$ cat src/ssf_pkg.sv
// Constants, field layouts and carrier types for the serial status flags.
// Assumes one 125 MHz clock and shift engines on that same clock.
// What this block does
// - Received frame multiproc bit 1 sets, 0 clears the received multiproc flag.
// - Transmit multiproc control 1 sends frames with multiproc bit 1.
// - Transmit multiproc control 0 sends frames with multiproc bit 0.
// - Last bit shifted out while tx empty reads 1 sets tx done.
// - Transmitter disabled holds tx empty and tx done at 1.
// - Read tx empty as 1 then write 0 clears it and tx done.
// - Block mover write to tx holding register clears tx empty and done.
// - Holding byte moving into shift register sets tx empty.
// - Received parity disagreeing with selected odd or even sets parity flag.
// - Stop bit sampled 0 at frame end sets framing error flag.
// - Frame completing while rx full is 1 sets overrun flag.
// - Error-free reception while rx full is 0 moves byte to holding register, sets rx full.
// - Block mover reading rx holding register clears rx full.
// - Writing 0 only requests a clear; writing 1 never sets a flag.
package ssf_pkg;

  localparam int unsigned SSF_DW = 8;
  localparam int unsigned SSF_AW = 3;
  localparam int unsigned SSF_IW = 4;

  // Register offsets on the plain register port.
  localparam logic [SSF_AW-1:0] SSF_ADDR_STATUS = 3'h0;
  localparam logic [SSF_AW-1:0] SSF_ADDR_CTRL = 3'h1;
  localparam logic [SSF_AW-1:0] SSF_ADDR_MODE = 3'h2;
  localparam logic [SSF_AW-1:0] SSF_ADDR_TX_HOLD = 3'h3;
  localparam logic [SSF_AW-1:0] SSF_ADDR_RX_HOLD = 3'h4;
  localparam logic [SSF_AW-1:0] SSF_ADDR_IRQ_STAT = 3'h5;
  localparam logic [SSF_AW-1:0] SSF_ADDR_IRQ_MASK = 3'h6;

  // Status register field positions.
  localparam int unsigned SSF_TX_EMPTY = 7;
  localparam int unsigned SSF_RX_FULL = 6;
  localparam int unsigned SSF_OVERRUN = 5;
  localparam int unsigned SSF_FRAME_ERR = 4;
  localparam int unsigned SSF_PARITY_ERR = 3;
  localparam int unsigned SSF_TX_DONE = 2;
  localparam int unsigned SSF_MP_RX = 1;
  localparam int unsigned SSF_MP_TX = 0;

  // Flags cleared by the read-one then write-zero sequence.
  localparam int unsigned SSF_CLR_LO = 3;
  localparam logic [SSF_DW-1:0] SSF_STATUS_RESET = 8'h84;

  // Control and mode fields.
  localparam int unsigned SSF_CTRL_TX_EN = 0;
  localparam logic [SSF_DW-1:0] SSF_CTRL_RESET = 8'h00;
  localparam int unsigned SSF_MODE_PAR_EN = 0;
  localparam int unsigned SSF_MODE_PAR_ODD = 1;
  localparam int unsigned SSF_MODE_MP_EN = 2;
  localparam logic [SSF_DW-1:0] SSF_MODE_RESET = 8'h00;

  // Interrupt status and mask layout.
  localparam int unsigned SSF_IRQ_TX_EMPTY = 0;
  localparam int unsigned SSF_IRQ_TX_DONE = 1;
  localparam int unsigned SSF_IRQ_RX_FULL = 2;
  localparam int unsigned SSF_IRQ_ERROR = 3;

  // One received frame as handed over by the receive shift engine.
  typedef struct packed {
    logic [SSF_DW-1:0] data;
    logic parity_bit;
    logic stop_bit;
    logic mp_bit;
  } ssf_rx_frame_t;

  // Verdict on a received frame.
  typedef struct packed {
    logic parity_err;
    logic frame_err;
    logic mp_bit;
  } ssf_rx_check_t;

  // Complete state of the top module.
  typedef struct packed {
    logic [SSF_DW-1:0] status;
    logic [SSF_DW-1:0] arm;
    logic [SSF_DW-1:0] ctrl;
    logic [SSF_DW-1:0] mode;
    logic [SSF_DW-1:0] tx_hold;
    logic [SSF_DW-1:0] rx_hold;
    logic [SSF_DW-1:0] rd_data;
    logic [SSF_IW-1:0] irq_stat;
    logic [SSF_IW-1:0] irq_mask;
    logic irq;
    logic tx_hold_irq;
    logic rx_hold_irq;
  } ssf_state_t;

endpackage : ssf_pkg

$ cat src/ssf_rx_check.sv
// Judges one received frame: parity, stop bit and multiproc bit.
// Assumes the frame fields are stable while the done pulse is high.
`timescale 1ns/10ps
module ssf_rx_check
  import ssf_pkg::*;
(
  input wire ssf_rx_frame_t frame,
  input wire logic par_en,
  input wire logic par_odd,
  output ssf_rx_check_t verdict
);

  logic ones_odd;

  // Odd count of ones over data plus parity means odd parity holds.
  always_comb begin
    ones_odd = ^{frame.data, frame.parity_bit};
    verdict.parity_err = par_en & (ones_odd != par_odd);
    verdict.frame_err = ~frame.stop_bit;
    verdict.mp_bit = frame.mp_bit;
  end

endmodule : ssf_rx_check

$ cat src/ssf_top.sv
// Status flag logic of one asynchronous serial channel with its registers.
// Assumes shift engines and block mover run on sys_clk and send pulses.
//
// Added by the designer: the strobed register port and the register addresses.
`timescale 1ns/10ps
module ssf_top
  import ssf_pkg::*;
(
  input wire logic sys_clk,
  input wire logic rst,
  input wire logic [SSF_AW-1:0] reg_addr,
  input wire logic [SSF_DW-1:0] reg_wdata,
  input wire logic reg_wr,
  input wire logic reg_rd,
  output logic [SSF_DW-1:0] reg_rdata,
  input wire logic tx_load,
  input wire logic tx_last_bit,
  input wire logic rx_done,
  input wire ssf_rx_frame_t rx_frame,
  input wire logic mover_tx_wr,
  input wire logic [SSF_DW-1:0] mover_tx_data,
  input wire logic mover_rx_rd,
  output logic [SSF_DW-1:0] tx_hold_data,
  output logic [SSF_DW-1:0] rx_hold_data,
  output logic tx_frame_mp,
  output logic tx_enable,
  output logic tx_empty_flag,
  output logic rx_full_flag,
  output logic tx_hold_irq,
  output logic rx_hold_irq,
  output logic irq
);

  ssf_state_t s_q;
  ssf_state_t s_d;
  ssf_rx_check_t rx_chk;
  logic wr_status;
  logic [SSF_DW-1:0] clr;
  logic [SSF_IW-1:0] irq_ev;
  logic tx_en;
  logic rx_any_err;
  logic rx_accept;

  // Register hit test, shared by the write and read decoders.
  function automatic logic reg_hit(
    input logic strobe,
    input logic [SSF_AW-1:0] addr,
    input logic [SSF_AW-1:0] target
  );
    reg_hit = strobe & (addr == target);
  endfunction : reg_hit

  // Parity, stop and multiproc judgement of the incoming frame.
  ssf_rx_check u_rx_check (
    .frame(rx_frame),
    .par_en(s_q.mode[SSF_MODE_PAR_EN]),
    .par_odd(s_q.mode[SSF_MODE_PAR_ODD]),
    .verdict(rx_chk)
  );

  // A clear needs a prior read that saw the flag at 1; a written 1 is
  // simply ignored, so software cannot forge a flag.
  always_comb begin
    wr_status = reg_hit(reg_wr, reg_addr, SSF_ADDR_STATUS);
    tx_en = s_q.ctrl[SSF_CTRL_TX_EN];
    clr = '0;
    for (int i = SSF_CLR_LO; i < SSF_DW; i++) begin
      clr[i] = wr_status & s_q.arm[i] & ~reg_wdata[i];
    end
    rx_any_err = rx_chk.parity_err | rx_chk.frame_err;
    rx_accept = rx_done & ~rx_any_err & ~s_q.status[SSF_RX_FULL];
  end

  // Next state: flags, registers, interrupt bookkeeping.
  always_comb begin
    s_d = s_q;
    irq_ev = '0;

    // Arm flags on a status read; a status write spends the arming unless a status read comes in the same cycle.
    if (reg_hit(reg_rd, reg_addr, SSF_ADDR_STATUS)) begin
      s_d.arm = s_q.status;
    end else if (wr_status) begin
      s_d.arm = '0;
    end

    // Software-owned fields.
    if (wr_status) begin
      s_d.status[SSF_MP_TX] = reg_wdata[SSF_MP_TX];
    end
    if (reg_hit(reg_wr, reg_addr, SSF_ADDR_CTRL)) begin
      s_d.ctrl = reg_wdata;
    end
    if (reg_hit(reg_wr, reg_addr, SSF_ADDR_MODE)) begin
      s_d.mode = reg_wdata;
    end
    if (reg_hit(reg_wr, reg_addr, SSF_ADDR_IRQ_MASK)) begin
      s_d.irq_mask = reg_wdata[SSF_IW-1:0];
    end
    if (reg_hit(reg_wr, reg_addr, SSF_ADDR_TX_HOLD)) begin
      s_d.tx_hold = reg_wdata;
    end

    // Transmit holding byte from the block mover.
    if (mover_tx_wr) begin
      s_d.tx_hold = mover_tx_data;
    end

    // Transmit empty: setting terms are tested first so they win.
    if (!tx_en) begin
      s_d.status[SSF_TX_EMPTY] = 1'b1;
    end else if (tx_load) begin
      s_d.status[SSF_TX_EMPTY] = 1'b1;
    end else if (clr[SSF_TX_EMPTY] || mover_tx_wr) begin
      s_d.status[SSF_TX_EMPTY] = 1'b0;
    end

    // Transmit done follows the empty flag's clearing events.
    if (!tx_en) begin
      s_d.status[SSF_TX_DONE] = 1'b1;
    end else if (tx_last_bit && s_q.status[SSF_TX_EMPTY]) begin
      s_d.status[SSF_TX_DONE] = 1'b1;
    end else if (clr[SSF_TX_EMPTY] || mover_tx_wr) begin
      s_d.status[SSF_TX_DONE] = 1'b0;
    end

    // Receive full and holding byte.
    if (rx_accept) begin
      s_d.rx_hold = rx_frame.data;
      s_d.status[SSF_RX_FULL] = 1'b1;
    end else if (clr[SSF_RX_FULL] || mover_rx_rd) begin
      s_d.status[SSF_RX_FULL] = 1'b0;
    end

    // Overrun: the holding byte is kept, the new frame is lost.
    if (rx_done && s_q.status[SSF_RX_FULL]) begin
      s_d.status[SSF_OVERRUN] = 1'b1;
    end else if (clr[SSF_OVERRUN]) begin
      s_d.status[SSF_OVERRUN] = 1'b0;
    end

    // Framing error from the sampled stop bit.
    if (rx_done && rx_chk.frame_err) begin
      s_d.status[SSF_FRAME_ERR] = 1'b1;
    end else if (clr[SSF_FRAME_ERR]) begin
      s_d.status[SSF_FRAME_ERR] = 1'b0;
    end

    // Parity mismatch.
    if (rx_done && rx_chk.parity_err) begin
      s_d.status[SSF_PARITY_ERR] = 1'b1;
    end else if (clr[SSF_PARITY_ERR]) begin
      s_d.status[SSF_PARITY_ERR] = 1'b0;
    end

    // Received multiproc bit tracks each frame in multiproc format.
    if (rx_done && s_q.mode[SSF_MODE_MP_EN]) begin
      s_d.status[SSF_MP_RX] = rx_chk.mp_bit;
    end

    // Rising tx empty, tx done and rx full flags are events; every bad or overrun frame is an error event.
    irq_ev[SSF_IRQ_TX_EMPTY] = s_d.status[SSF_TX_EMPTY]
      & ~s_q.status[SSF_TX_EMPTY];
    irq_ev[SSF_IRQ_TX_DONE] = s_d.status[SSF_TX_DONE]
      & ~s_q.status[SSF_TX_DONE];
    irq_ev[SSF_IRQ_RX_FULL] = s_d.status[SSF_RX_FULL]
      & ~s_q.status[SSF_RX_FULL];
    irq_ev[SSF_IRQ_ERROR] = rx_done & (rx_any_err
      | s_q.status[SSF_RX_FULL]);

    // Write one to clear; a new event in the same cycle keeps its bit.
    for (int i = 0; i < SSF_IW; i++) begin
      if (irq_ev[i]) begin
        s_d.irq_stat[i] = 1'b1;
      end else if (reg_hit(reg_wr, reg_addr, SSF_ADDR_IRQ_STAT)
                   && reg_wdata[i]) begin
        s_d.irq_stat[i] = 1'b0;
      end
    end
    s_d.irq = |(s_d.irq_stat & s_d.irq_mask);

    // Requests toward the block mover follow the live flags, tx empty only while tx is enabled.
    s_d.tx_hold_irq = s_d.status[SSF_TX_EMPTY] & s_d.ctrl[SSF_CTRL_TX_EN];
    s_d.rx_hold_irq = s_d.status[SSF_RX_FULL];

    // Read data appear in the cycle after the strobe and only then.
    s_d.rd_data = '0;
    if (reg_rd) begin
      unique case (reg_addr)
        SSF_ADDR_STATUS: s_d.rd_data = s_q.status;
        SSF_ADDR_CTRL: s_d.rd_data = s_q.ctrl;
        SSF_ADDR_MODE: s_d.rd_data = s_q.mode;
        SSF_ADDR_TX_HOLD: s_d.rd_data = s_q.tx_hold;
        SSF_ADDR_RX_HOLD: s_d.rd_data = s_q.rx_hold;
        SSF_ADDR_IRQ_STAT: begin
          s_d.rd_data = {{(SSF_DW-SSF_IW){1'b0}}, s_q.irq_stat};
        end
        SSF_ADDR_IRQ_MASK: begin
          s_d.rd_data = {{(SSF_DW-SSF_IW){1'b0}}, s_q.irq_mask};
        end
        default: s_d.rd_data = '0;
      endcase
    end
  end

  // The single state register; reset values are constants only.
  always_ff @(posedge sys_clk) begin
    if (rst) begin
      s_q.status <= SSF_STATUS_RESET;
      s_q.arm <= '0;
      s_q.ctrl <= SSF_CTRL_RESET;
      s_q.mode <= SSF_MODE_RESET;
      s_q.tx_hold <= '0;
      s_q.rx_hold <= '0;
      s_q.rd_data <= '0;
      s_q.irq_stat <= '0;
      s_q.irq_mask <= '0;
      s_q.irq <= 1'b0;
      s_q.tx_hold_irq <= 1'b0;
      s_q.rx_hold_irq <= 1'b0;
    end else begin
      s_q <= s_d;
    end
  end

  // Every output is a flop of the state register.
  assign reg_rdata = s_q.rd_data;
  assign tx_hold_data = s_q.tx_hold;
  assign rx_hold_data = s_q.rx_hold;
  assign tx_frame_mp = s_q.status[SSF_MP_TX];
  assign tx_enable = s_q.ctrl[SSF_CTRL_TX_EN];
  assign tx_empty_flag = s_q.status[SSF_TX_EMPTY];
  assign rx_full_flag = s_q.status[SSF_RX_FULL];
  assign tx_hold_irq = s_q.tx_hold_irq;
  assign rx_hold_irq = s_q.rx_hold_irq;
  assign irq = s_q.irq;

endmodule : ssf_top

$ cat config.mk
export PLATFORM = sky130hd
export DESIGN_NAME = ssf_top
export DESIGN_NICKNAME = d
export VERILOG_FILES = /design/src/ssf_pkg.sv /design/src/ssf_rx_check.sv /design/src/ssf_top.sv
export SDC_FILE = /design/constraint.sdc
export NUM_CORES = 1
export LEC_CHECK = 0
export BUFFER_PORTS_ARGS = -buffer_cell sky130_fd_sc_hd__buf_4
export CORE_AREA = 2 2 77 79
export DETAILED_ROUTE_END_ITERATION = 8
export DIE_AREA = 0 0 79 81
export HOLD_SLACK_MARGIN = 0.15
export PLACE_DENSITY_LB_ADDON = 0.2
export SYNTH_ARGS = -nofsm -noshare
export SYNTH_HDL_FRONTEND = slang
export SYNTH_SLANG_ARGS = --single-unit
export TNS_END_PERCENT = 1
$ cat constraint.sdc
create_clock -name sys_clk -period 5.3 [get_ports sys_clk]
set_input_delay 1.06 -clock sys_clk [delete_from_list [all_inputs] [get_ports sys_clk]]
set_output_delay 1.06 -clock sys_clk [all_outputs]
set_load 0.01 [all_outputs]
==> results.md <==
* Synthesized area at 3160 um^2
* Max-slew violations at 0
* Util after Layout at 64.3%
* Die area at 6400 um^2
* Ant diodes at 0
* Number of global-route vias before repair at 2503
* Crit-path cells: buf_4 -> xnor2_1 -> xnor3_2 -> nor3_1 -> or4_1 -> a31oi_1
* Worst path slowest cell: nor3_1
* Worst Setup EP: irq
* Hold Slack at 455 ps
* Final Non-Filler Cells at 473
* Pin count of the biggest net entering global routing at 56
* CTS clk-pin slew, worst paths at 60 ps
* 1st-pass router iterations at 4
* Via/cell ratio at 5.67
* Power per Cell Area at 271 nW/um^2
* #FFs+latches synth at 63
* H-tree levels at 3
* Power Internal at 721 uW
* Nets@finish at 434
* First-pass GRT wire length at 12.4 mm
* Unrepaired setup endpoints after global routing: no
* Worst Max-Slew Pin Slew at 863 ps
* Core Rows at 28
* Endpoints failing hold at 0
* Power share of the combinational group at 15.2%
* Hold Buf Count CTS at 0
* Fraction of registers with async set/reset at 0%
* # port buffers at 69
* Top Ports at 70
* Clock power frac at 34.1%
* Final period utilization at 50.3%
* Worst path max stage delay at 720 ps
* CTS tree: yes
* DR vias at 2684
* Max-slew headroom at 42.0%
* R2R setup slack at 3260 ps
* Placer Congestion at 0.846
* R2R Path Start: s_q[36]
* Setup TNS at 0 ps
* Fmax at 0.375 GHz
* Final WL at 7.85 mm
* Largest buffer count on any clock path at 2
* Leak at 1.49 nW
* Syn Nets at 399
* Max-Cap Viols at 0
* Critical Path Start Type: input pin
* Net switching power at 267 uW
* Crit path max-delay family: simple AND/OR/NAND/NOR gates
* Sequential power share at 50.8%
* Die W at 79 um
* Post-synthesis cell type count at 42
* Worst Path Required at 5500 ps
* Chip height at 81 um
* WL/cell at 16.6 um
* DRT antenna net count at 0
* Worst clock skew at 6.50 ps
* Clock sink count at 63
* YS warnings at 0
* Period minus WS final at 2660 ps
* Post-CTS Repair Setup Buffers at 0
* Crit-path max FO at 9
* Reg-to-reg endpoint: irq
* Core ar. at 5680 um^2
* HPWL Detailed at 5.64 mm
* Reg2Reg Depth at 5
* Top_reg_cell synth: dfxtp_1
* Sw frac at 27.0%
* Outcome: finished, final reports clean
* Power, Total at 988 uW
* CTS Buf Count at 9
* Total congestion overflow at 0
* Worst min path class: flop to flop
* CP arrival at 2870 ps
* Antenna violations before repair at 0
* GR Util All Layers at 25.8%
* Setup crit end kind: flop
* Worst setup path start: rx_frame[10]
* Seq/Total Area, Yosys at 39.9%
* Fillers at 521
* Area growth, synth to finish at 15.5%
* Post-Synthesis Mean Instance Area at 8.77 um^2
* Final setup fails at 0
* Worst path bufs/invs at 1
* Placed cell count at 459
* DR iter-0 viols at 217
* Critical path type: input pin to flop
* CTS resizes at 0
* Residual DRC at 0
* Starting Density at 55.6%
* Worst vdd ir at 0.149 mV
* EDFF count, synth at 0
* CTS Root Cell: clkbuf_8
* Ratio of cells with drive above 1 in the final layout at 25.4%
* Critical Path Stages at 6
* Mapped Cells at 360
* Clk_lat worst skew at 350 ps
[power groups by stage]
stage | Clock [mW] | Sequential (mW) | Combinational, mW
6_report | 0.336 | 0.502 | 0.150
5_1_grt | 0.360 | 0.503 | 0.165
4_1_cts | 0.340 | 0.501 | 0.149
3_5_place_dp | 0 | 0.512 | 0.149
3_3_place_gp | 0 | 0.511 | 0.146
2_1_floorplan | 0 | 0.507 | 0.102
[through the flow]
step                setup WS, ps  area (um^2)
floorplan                   2630         3160
global placement            2320         3500
detailed placement          2280         3500
CTS                         2640         3650
global route                2460         3650
finish                      2640         3650
[cells in the mapped netlist (all sizes together) (2+ instances only)]
cell	n	area share, %
o221a	2	0.71
mux2	11	3.9
and2	2	0.40
or2	2	0.40
xnor2	4	1.1
nand4b	2	0.55
nand2b	4	0.79
o22a	2	0.55
nor2	46	5.5
a31oi	4	0.79
o21ai	11	1.7
nor3b	2	0.48
o211ai	8	1.9
nor2b	8	1.6
o31ai	9	2.1
a22oi	14	3.3
xor2	3	0.83
nand2	30	3.6
clkbuf	16	1.9
nor3	3	0.48
a21oi	27	4.3
buf	30	6.8
nand3	3	0.48
dfxtp	63	40
nand3b	8	1.9
inv	5	0.59
mux2i	28	8.9
[layout make-up]
| class | count | area [um^2] | area share, % |
|---|---|---|---|
| clock inverter | 2 | 10.0 | 0.274 |
| timing repair buffer | 70 | 526 | 14.4 |
| clock buffer | 12 | 135 | 3.70 |
| inverter | 5 | 18.8 | 0.514 |
| sequential | 63 | 1260 | 34.6 |
| tap | 75 | 93.8 | 2.57 |
| multi-input combinational | 246 | 1600 | 44.0 |
[worst register-to-register path: cells and delay by family, from the launching register on]
family	cells	cell delay, ps
simple gates	2	960
xor+xnor	2	480
flops	1	390
compound gates	1	80
[cells by family after synthesis]
group	count (synthesis)	synth area share, %
compound gates	83	17.1
xor+xnor	8	2.69
buf+inv	51	9.27
flops	63	39.9
mux	40	13.5
simple gates	115	17.5
[per-layer routing]
layer	global-route usage, %	routed length [um]
met1	32.4	3360
met2	42.5	3780
met3	5.67	583
met4	11.9	131
met5	0	0
[layout by cell type, fill, tap and decap left out, types with 2 or more instances in the layout]
cell / netlist / layout
a31oi_1: 4 / 4
nor2b_1: 8 / 8
xor2_1: 3 / 3
and2_1: 2 / 2
dfxtp_1: 63 / 63
buf_4: 25 / 70
mux2i_1: 28 / 28
o211ai_1: 8 / 8
o31ai_1: 9 / 9
nand3_1: 3 / 3
a21oi_1: 27 / 27
clkbuf_1: 16 / 3
nand4b_1: 2 / 2
nand2_1: 30 / 30
clkinv_2: 0 / 2
xnor2_1: 4 / 4
nor2_1: 46 / 46
inv_1: 5 / 5
nand3b_1: 8 / 8
o21ai_0: 11 / 11
nor3b_1: 2 / 2
o221a_2: 2 / 2
nand2b_1: 4 / 4
clkbuf_8: 0 / 9
nor3_1: 3 / 3
a22oi_1: 14 / 14
or2_2: 2 / 2
o22a_1: 2 / 2
mux2_2: 11 / 11
[worst min path at each step]
stage / startpoint / to / slack, ps / cells past startpoint
5_1_grt: s_q[47] / s_q[47] / 490 / 2
2_1_floorplan: s_q[45] / s_q[45] / 430 / 2
4_1_cts: s_q[46] / s_q[46] / 460 / 2
3_3_place_gp: s_q[48] / s_q[48] / 440 / 2
3_5_place_dp: s_q[46] / s_q[46] / 450 / 2
6_report: s_q[48] / s_q[48] / 460 / 2
[flip-flops by register name, summed over array words and instances, names as in the netlist]
name and count:
s_q 33, rx_full_flag 1, reg_rdata 8, rx_hold_data 8
tx_empty_flag 1, tx_frame_mp 1, tx_hold_irq 1, tx_hold_data 8
tx_enable 1, irq 1
(Power assumes the default switching activity.)
